--- config.mk ---
export PLATFORM = sky130hd
export DESIGN_NAME = supply_supervisor
export DESIGN_NICKNAME = d
export VERILOG_FILES = /design/src/rtl/supervisor_pkg.sv /design/src/rtl/supply_supervisor.sv
export SDC_FILE = /design/constraint.sdc
export NUM_CORES = 1
export LEC_CHECK = 0
export BUFFER_PORTS_ARGS = -buffer_cell sky130_fd_sc_hd__clkbuf_2
export CELL_PAD_IN_SITES_DETAIL_PLACEMENT = 0
export CELL_PAD_IN_SITES_GLOBAL_PLACEMENT = 1
export CORE_UTILIZATION = 29
export CTS_CLUSTER_SIZE = 16
export DETAILED_ROUTE_END_ITERATION = 8
export PLACE_DENSITY_LB_ADDON = 0.1
export REMOVE_ABC_BUFFERS = 1
export SYNTH_ARGS = -nofsm -noshare
export SYNTH_HDL_FRONTEND = slang
export SYNTH_SLANG_ARGS = --single-unit
--- constraint.sdc ---
create_clock -name mclk -period 3.3 [get_ports mclk]
set_input_delay 0.66 -clock mclk [delete_from_list [all_inputs] [get_ports mclk]]
set_output_delay 0.66 -clock mclk [all_outputs]
set_load 0.02 [all_outputs]
--- src/rtl/supervisor_pkg.sv ---
// constants and types for the supply supervisor
package supervisor_pkg;
	// clock rate and comparator reaction time
	localparam int CLK_MHZ = 125;
	localparam int REACT_NS = 3000;
	localparam int REACT_CYC = (REACT_NS * CLK_MHZ + 999) / 1000;
	localparam int CNT_W = 16;
	localparam logic [CNT_W-1:0] CNT_ONE = 16'h0001;
	localparam logic [CNT_W-1:0] CNT_ZERO = 16'h0000;
	localparam logic [1:0] GOOD_TARGET = 2'h3;
	localparam logic [1:0] MISS_TARGET = 2'h3;
	// watchdog phases, gray along the usual path
	typedef enum logic [2:0] {
		PH_POR = 3'h0,
		PH_CLOSED = 3'h1,
		PH_OPEN = 3'h3,
		PH_WDRES = 3'h2,
		PH_SLEEP_WAIT = 3'h6,
		PH_SLEEP_PULSE = 3'h7
	} phase_t;
	// outputs carried together
	typedef struct packed {
		logic resetOutN;
		logic enableOutN;
		logic sleeping;
	} sup_out_t;
endpackage

--- src/rtl/supply_supervisor.sv ---
// supply supervisor with windowed watchdog and sleep detector
`timescale 1ns/1ps
module supply_supervisor #(
	parameter logic [15:0] POR_TICKS = 16'h0064, // power-on delay in ticks
	parameter logic [15:0] CW_TICKS = 16'h0050, // closed window ticks
	parameter logic [15:0] OW_TICKS = 16'h0028, // open window ticks
	parameter logic [15:0] WDR_TICKS = 16'h0003, // reset pulse width ticks
	parameter logic [15:0] SLP_PERIOD_TICKS = 16'h0064, // sleep period on slow tick
	parameter logic [15:0] SLP_PULSE_TICKS = 16'h0001, // sleep pulse on slow tick
	parameter bit QUARTER_POR = 1'b0, // short-delay variant
	parameter bit SLEEP_ENABLE = 1'b1 // sleep-detector variant
) (
	input wire logic mclk,
	input wire logic srst,
	input wire logic tick, // resistor-set timebase enable
	input wire logic slowTick, // internal slow timebase enable
	input wire logic monitorAboveRef, // comparator: input above reference
	input wire logic watchdog_clear_n, // clear input from controller
	output supervisor_pkg::sup_out_t supOut
);
	import supervisor_pkg::*;

	// synchroniser stages and edge history
	logic clrS1_reg, clrS2_reg, clrS3_reg;
	logic cmpS1_reg, cmpS2_reg;
	logic [8:0] reactCnt_reg; // reaction filter counter, wide enough for the full reaction time
	logic supplyOk_reg; // filtered comparator
	phase_t phase_reg;
	logic [CNT_W-1:0] cnt_reg;
	logic [1:0] good_reg; // consecutive good clears
	logic [1:0] miss_reg; // consecutive unanswered periods
	logic enaN_reg;
	logic clrFall, clrEdge, timeTick, cntDone;
	logic [CNT_W-1:0] porLoad;

	always_ff @(posedge mclk) begin
		if (srst) begin
			clrS1_reg <= 1'b1;
			clrS2_reg <= 1'b1;
			clrS3_reg <= 1'b1;
			cmpS1_reg <= 1'b0;
			cmpS2_reg <= 1'b0;
		end else begin
			clrS1_reg <= watchdog_clear_n;
			clrS2_reg <= clrS1_reg;
			clrS3_reg <= clrS2_reg;
			cmpS1_reg <= monitorAboveRef;
			cmpS2_reg <= cmpS1_reg;
		end
	end
	assign clrFall = clrS3_reg & ~clrS2_reg;
	assign clrEdge = clrS3_reg ^ clrS2_reg;

	// comparator result must persist for the reaction time
	always_ff @(posedge mclk) begin
		if (srst) begin
			reactCnt_reg <= 9'h000;
			supplyOk_reg <= 1'b0;
		end else if (cmpS2_reg == supplyOk_reg) begin
			reactCnt_reg <= 9'h000;
		end else if (reactCnt_reg == 9'(REACT_CYC - 1)) begin
			reactCnt_reg <= 9'h000;
			supplyOk_reg <= cmpS2_reg;
		end else begin
			reactCnt_reg <= reactCnt_reg + 9'h001;
		end
	end

	// power-on delay, quarter in short variant
	assign porLoad = QUARTER_POR ? (POR_TICKS >> 2) : POR_TICKS;
	// sleep phases use the slow timebase, others the resistor one
	assign timeTick = (phase_reg == PH_SLEEP_WAIT || phase_reg == PH_SLEEP_PULSE) ? slowTick : tick;
	assign cntDone = (cnt_reg == CNT_ONE) || (cnt_reg == CNT_ZERO);

	// watchdog phase sequencer
	always_ff @(posedge mclk) begin
		if (srst) begin
			phase_reg <= PH_POR;
			cnt_reg <= CNT_ZERO;
			miss_reg <= 2'h0;
		end else if (!supplyOk_reg) begin
			// low input holds reset and rearms delay
			phase_reg <= PH_POR;
			cnt_reg <= porLoad;
			miss_reg <= 2'h0;
		end else begin
			case (phase_reg)
				PH_POR: begin
					if (tick && cntDone) begin
						phase_reg <= PH_CLOSED;
						cnt_reg <= CW_TICKS;
					end else if (tick) begin
						cnt_reg <= cnt_reg - CNT_ONE;
					end
				end
				PH_CLOSED: begin
					if (clrFall) begin
						phase_reg <= PH_WDRES;
						cnt_reg <= WDR_TICKS;
						miss_reg <= 2'h0;
					end else if (tick && cntDone) begin
						phase_reg <= PH_OPEN;
						cnt_reg <= OW_TICKS;
					end else if (tick) begin
						cnt_reg <= cnt_reg - CNT_ONE;
					end
				end
				PH_OPEN: begin
					if (clrFall) begin
						phase_reg <= PH_CLOSED;
						cnt_reg <= CW_TICKS;
						miss_reg <= 2'h0;
					end else if (tick && cntDone) begin
						phase_reg <= PH_WDRES;
						cnt_reg <= WDR_TICKS;
						// only missed windows count towards sleep
						miss_reg <= miss_reg + 2'h1;
					end else if (tick) begin
						cnt_reg <= cnt_reg - CNT_ONE;
					end
				end
				PH_WDRES: begin
					if (tick && cntDone) begin
						// third unanswered period ends in sleep
						if (SLEEP_ENABLE && miss_reg == MISS_TARGET) begin
							phase_reg <= PH_SLEEP_WAIT;
							cnt_reg <= SLP_PERIOD_TICKS;
						end else begin
							phase_reg <= PH_CLOSED;
							cnt_reg <= CW_TICKS;
						end
					end else if (tick) begin
						cnt_reg <= cnt_reg - CNT_ONE;
					end
				end
				PH_SLEEP_WAIT, PH_SLEEP_PULSE: begin
					if (clrEdge) begin
						// any clear edge wakes into closed window
						phase_reg <= PH_CLOSED;
						cnt_reg <= CW_TICKS;
						miss_reg <= 2'h0;
					end else if (slowTick && cntDone) begin
						phase_reg <= (phase_reg == PH_SLEEP_WAIT) ? PH_SLEEP_PULSE : PH_SLEEP_WAIT;
						cnt_reg <= (phase_reg == PH_SLEEP_WAIT) ? SLP_PULSE_TICKS : SLP_PERIOD_TICKS;
					end else if (timeTick) begin
						cnt_reg <= cnt_reg - CNT_ONE;
					end
				end
				default: begin
					phase_reg <= PH_POR;
					cnt_reg <= porLoad;
				end
			endcase
		end
	end

	// enable after three consecutive good clears
	always_ff @(posedge mclk) begin
		if (srst) begin
			good_reg <= 2'h0;
			enaN_reg <= 1'b1;
		end else if (!supplyOk_reg || phase_reg == PH_POR || phase_reg == PH_WDRES
				|| phase_reg == PH_SLEEP_PULSE || phase_reg == PH_SLEEP_WAIT) begin
			good_reg <= 2'h0;
			enaN_reg <= 1'b1;
		end else if (phase_reg == PH_OPEN && clrFall) begin
			if (good_reg == GOOD_TARGET - 2'h1) begin
				enaN_reg <= 1'b0;
			end
			if (good_reg != GOOD_TARGET) begin
				good_reg <= good_reg + 2'h1;
			end
		end else if (phase_reg == PH_CLOSED && clrFall) begin
			good_reg <= 2'h0;
			enaN_reg <= 1'b1;
		end
	end

	// outputs: reset low in delay, pulse phases or low supply
	logic resN;
	assign resN = supplyOk_reg && !(phase_reg == PH_POR || phase_reg == PH_WDRES || phase_reg == PH_SLEEP_PULSE);
	assign supOut.resetOutN = resN;
	assign supOut.enableOutN = enaN_reg | ~resN;
	assign supOut.sleeping = (phase_reg == PH_SLEEP_WAIT) || (phase_reg == PH_SLEEP_PULSE);

	// low filtered supply always means reset low
	property p_lowSupply;
		@(posedge mclk) disable iff (srst) !supplyOk_reg |=> (phase_reg == PH_POR && !supOut.resetOutN);
	endproperty
	a_lowSupply: assert property (p_lowSupply) else $error("reset high with low supply");
	// enable never active while reset active
	property p_enaReset;
		@(posedge mclk) disable iff (srst) !supOut.resetOutN |-> supOut.enableOutN ##1 enaN_reg;
	endproperty
	a_enaReset: assert property (p_enaReset) else $error("enable active during reset");
	// closed-window clear leads to reset pulse
	property p_early;
		@(posedge mclk) disable iff (srst) (phase_reg == PH_CLOSED && clrFall && supplyOk_reg) |=> !supOut.resetOutN;
	endproperty
	a_early: assert property (p_early) else $error("early clear gave no reset");
	// power-on phase stays put without tick
	property p_porHold;
		@(posedge mclk) disable iff (srst) (phase_reg == PH_POR && supplyOk_reg && !tick) |=> phase_reg == PH_POR;
	endproperty
	a_porHold: assert property (p_porHold) else $error("power-on delay left early");
	// clear edge in sleep wakes next cycle
	property p_wake;
		@(posedge mclk) disable iff (srst) (supOut.sleeping && clrEdge && supplyOk_reg) |=> phase_reg == PH_CLOSED;
	endproperty
	a_wake: assert property (p_wake) else $error("sleep not left on clear edge");
	// a filtered level change always takes the synchronised comparator level of the cycle before
	property p_react;
		@(posedge mclk) disable iff (srst) $changed(supplyOk_reg) |-> $past(cmpS2_reg, 1) == supplyOk_reg;
	endproperty
	a_react: assert property (p_react) else $error("filter changed without input");
	// filtered level moves only after the full reaction count
	property p_reactTime;
		@(posedge mclk) disable iff (srst) $changed(supplyOk_reg) |-> $past(reactCnt_reg) == 9'(REACT_CYC - 1);
	endproperty
	a_reactTime: assert property (p_reactTime) else $error("filter changed before reaction time");
	// open window expiry leads to reset pulse
	property p_miss;
		@(posedge mclk) disable iff (srst) (phase_reg == PH_OPEN && tick && cntDone && !clrFall && supplyOk_reg)
			|=> phase_reg == PH_WDRES;
	endproperty
	a_miss: assert property (p_miss) else $error("missed window gave no reset");
	// sleep entered only after unanswered periods
	property p_sleepEntry;
		@(posedge mclk) disable iff (srst) (phase_reg == PH_SLEEP_WAIT && $past(phase_reg) == PH_WDRES) |-> miss_reg == MISS_TARGET;
	endproperty
	a_sleepEntry: assert property (p_sleepEntry) else $error("sleep entered too soon");
endmodule

# ---- Yosys cells after proc, flatten, opt, wreduce, memory -nomap -nowiden
# Index checks and enable logic that the tools add are counted.
dict set report word_totals {
  ff_bits 39
  in_bits 6
  output_inout_bits 3
}
dict set report op_classes {
  add_sub_neg 4
  eq_ne 22
  n_mux 37
  bitwise 7
  reduce_logical 28
}
# op count
set op_table {}
lappend op_table {{two-way mux 16 bit} 10}
lappend op_table {{case mux 16 bit (5 select lines)} 1}
lappend op_table {{two-way mux 3 bit} 9}
lappend op_table {{equality test 16 x 1 -> 1 bit (second input constant)} 1}
lappend op_table {{zero test 16 bit} 1}
lappend op_table {{subtractor 16 x 1 -> 16 bit (second input constant)} 1}
lappend op_table {{case mux 3 bit (5 select lines)} 1}
lappend op_table {{two-way mux 2 bit} 7}
lappend op_table {{two-way mux 7 bit} 2}
lappend op_table {{!= test 2 bit (second input constant)} 5}
lappend op_table {{adder 9 x 1 -> 9 bit (second input constant)} 1}
lappend op_table {{equality test 9 bit (second input constant)} 1}
lappend op_table {{!= test 3 bit (second input constant)} 3}
lappend op_table {{logical OR 1 bit} 8}
lappend op_table {{equality test 3 x 2 -> 1 bit (second input constant)} 2}
lappend op_table {{equality test 3 bit (second input constant)} 2}
lappend op_table {{two-way mux 6 bit} 1}
lappend op_table {{case mux 2 bit (3 select lines)} 1}
lappend op_table {{AND reduction 2 bit} 3}
lappend op_table {{OR reduction 2 bit} 3}
lappend op_table {{logical AND 1 bit} 5}
lappend op_table {{two-way mux 1 bit} 5}
lappend op_table {{!= test 5 bit (second input constant)} 1}
lappend op_table {{AND reduction 5 bit} 1}
lappend op_table {{other kinds (16)} 23}

# ---- Depth between registers and ports, before layout
dict set report logic_depth {
  depth_word 8
  depth_mapped 10
  depth_no_buf 8
}

# ---- Least setup slack after synthesis
# No wires, ideal clock.
dict set report synth_path {
  path_kind {reg2reg}
  start {register cnt_reg[0]}
  end {register cnt_reg[9]}
  arrival_time_ps 1953
  t_required_ps 3208
  path_slack_ps 1255
  stages_incl_launch_ff 10
  n_path_buf 1
  path_cell_list {dfxtp_1 > inv_1 > ha_1 > o21bai_1 > or2_1 > buf_6 > nor2_4 > o21ai_1 > a31oi_1 > nor4_1}
}
dict set report synth_via {
  elab_chain_cells 6
}
# item line
set synth_lines {}
lappend synth_lines {{start, declared} supply_supervisor.sv:29} ;# logic [CNT_W-1:0] cnt_reg;
lappend synth_lines {{start signal, assigned} supply_supervisor.sv:84} ;# cnt_reg <= porLoad;
lappend synth_lines {{start signal, assigned} supply_supervisor.sv:93} ;# cnt_reg <= cnt_reg - CNT_ONE;
lappend synth_lines {{start signal, assigned} supply_supervisor.sv:105} ;# cnt_reg <= cnt_reg - CNT_ONE;
lappend synth_lines {{branches (longest 6 deep; another with subtractor 16 x 1 -> 16 bit)} -}
# Several ways; the timed one is not identified. The select of a mux whose other input is x is not followed.
# A chain may end at the register's enable or synchronous reset.

# ---- Worst setup path in the final report
# Same ends and word-level chain as after synthesis.

==> impl_metrics.json <==
{
  "grt_pass1_vias": 2354,
  "clkLatencyLatePin_ns": 0.29,
  "area_growth_syn_to_layout_pct": 9.39,
  "worst_ep_arrival_time_ns": 2.91,
  "max_freq_ghz": 0.370,
  "critPathCaptureType": "register",
  "drtAntennaViolNets": 0,
  "ctsResizeCount": 0,
  "layout_common_cells": "dfxtp_1, nor2_1, nand2_1, a21oi_1, o21ai_0",
  "maxSlewViolCount": 0,
  "p_per_area_nw_per_um2": 345,
  "cts_setup_buffers": 0,
  "startpoint_type": "register",
  "cellLeakagePower_nw": 0.941,
  "power_w": 0.000980,
  "max-slew-margin-rel": 0.552,
  "layout-drive-gt1-share": 0.132,
  "ys_seq_area_frac": 0.301,
  "largest_reg_flops": 16,
  "tritoncts": "done",
  "synth_seq_cells": 39,
  "setup_viol": 0,
  "worst-endpoint-required_ns": 3.51,
  "grt_pass1_wl_mm": 12.6,
  "period_share": 0.819,
  "dr.pass1.iters": 4,
  "hp-class": "register to register",
  "synth_edf_count": 0,
  "synth_cell_type_count": 62,
  "num_rows": 34,
  "clock-skew-final_ns": 0.00375,
  "final_common_cell": "dfxtp_1",
  "numCtsBuffers": 5,
  "num_vias": 2465,
  "num_io_pins": 9,
  "crit_type": "register to register",
  "ir_worst_vdd_v": 0.000146,
  "gp_congestion": 0.868,
  "drcViolationCount": 0,
  "holdBufCountCts": 0,
  "portBuffers": 8,
  "dr.first_iter.drc_count": 214,
  "synthFlopType": "dfxtp_1",
  "syn_area_um2": 2600,
  "tightest_slew_ns": 0.671,
  "avgSynthCellArea_um2": 7.87,
  "drt_wl_total_mm": 7.72,
  "synth_top_cell_area_share": 0.301,
  "min_period_ns": 2.70,
  "via_per_inst": 5.58,
  "fin_setup_tns_ns": 0,
  "hpwlAfterDp_mm": 5.64,
  "coreArea_um2": 8680,
  "rsz0062_at_grt": "false",
  "reg2reg_from": "cnt_reg[0]",
  "nNetsFinal": 347,
  "place_ws_ns": 0.695,
  "antenna_found_initial": 0,
  "critPathLaunch": "cnt_reg[0]",
  "synth_area_leaders": "dfxtp_1, nor2_1, a21oi_1, ha_1, o21ai_0",
  "die_h_um": 96.6,
  "htree_levels": 2,
  "die_area_um2": 9340,
  "yosysWarnings": 0,
  "dieWidth_um": 96.6,
  "worstHoldStart": "clrS1_reg",
  "start_util": 0.299,
  "wl_per_cell_um": 17.5,
  "cts_buffer_depth": 2,
  "hold_viol_final": 0,
  "grt_max_degree": 18,
  "grt_usage": 0.169,
  "synthArstFlopShare": 0,
  "antenna_cells": 0,
  "fin_ws_ns": 0.599,
  "netlist_instances": 330,
  "drv_cap": 0,
  "cts_num_sinks": 39,
  "synth_area_leader_cell": "dfxtp_1",
  "crit_path_max_fanout": 13,
  "clkSlewWorstSetupHoldPaths_ns": 0.08,
  "root_buffer": "clkbuf_8",
  "outcome": "finished, final reports clean",
  "globalRouteOverflowTotal": 0
}
final cells by class:
class                   count  area (um^2)
clock buffers               5         68.8
clock inverters             3         43.8
fillers                   964         5840
inverters                  12         45.0
multi-input cells         261         1680
flip-flops and latches     39          781
well taps                 108          135
repair buffers             14         85.1
per-stage QoR:
step / area, um^2 / instances / util / hold WS [ns]
2_1_floorplan: 2510 / 312 / - / 0.389
3_3_place_gp: 2730 / 434 / 0.314 / 0.391
3_5_place_dp: 2730 / 434 / 0.314 / 0.403
4_1_cts: 2840 / 442 / 0.327 / 0.426
5_1_grt: 2840 / 442 / 0.327 / 0.432
6_report: 2840 / 442 / 0.327 / 0.420
critical path: stages (launching register included):
cell and delay [ns]:
dfxtp_1 0.43, inv_1 0.11, ha_1 0.30, o21bai_1 0.31, or2_1 0.40, nor2_4 0.16, o21ai_1 0.49, a31oi_1 0.15
nor4_1 0.26
cells in the mapped netlist (all sizes together), types with 2 or more instances:
cell / number
o21bai: 2
or3: 3
o21ai: 24
clkbuf: 12
o22ai: 2
a21boi: 2
nand2b: 5
buf: 6
nand4b: 2
nand4: 3
nor3b: 2
inv: 12
nand3: 18
and3: 2
nor4: 11
ha: 8
mux2i: 3
a21oi: 23
a32oi: 2
nor3: 12
a31oi: 8
a21o: 5
xor2: 4
nand2: 26
a41oi: 3
a211oi: 8
or4: 3
o211ai: 4
nor2: 34
dfxtp: 39
or2: 5
xnor2: 6
o2111ai: 6
o21a: 2
o31ai: 4
nor2b: 7
routing by layer:
metal  track usage  vias to the layer above  wire length [um]
li1              -                     1233                 -
met1         0.238                     1146              3870
met2         0.255                       68              3300
met3        0.0260                       18               367
met4        0.0700                        0               186
met5             0                        -                 0
path summary, 6_finish.rpt:
kind              slack [ns]         end  depth (start not counted)
hold / removal          0.42   clrS2_reg                          1
hold reg to reg         0.42   clrS2_reg                          1
setup reg to reg        0.60  cnt_reg[9]                          8
setup / recovery        0.60  cnt_reg[9]                          8
report_power, final:
part | leakage (nW) | switching (W) | internal [W]
clock network | 0.0581 | 0.000190 | 0.000226
logic | 0.567 | 0.0000517 | 0.0000299
registers | 0.316 | 0.00000722 | 0.000475
kinds of logic after synthesis:
family,after synthesis,synth area share
buf+inv,30,0.0515
fa+ha+maj,8,0.0385
simple gates,136,0.283
compound gates,103,0.276
mux,4,0.0159
xor+xnor,10,0.0337
flops,39,0.301
(Power assumes the default switching activity.)
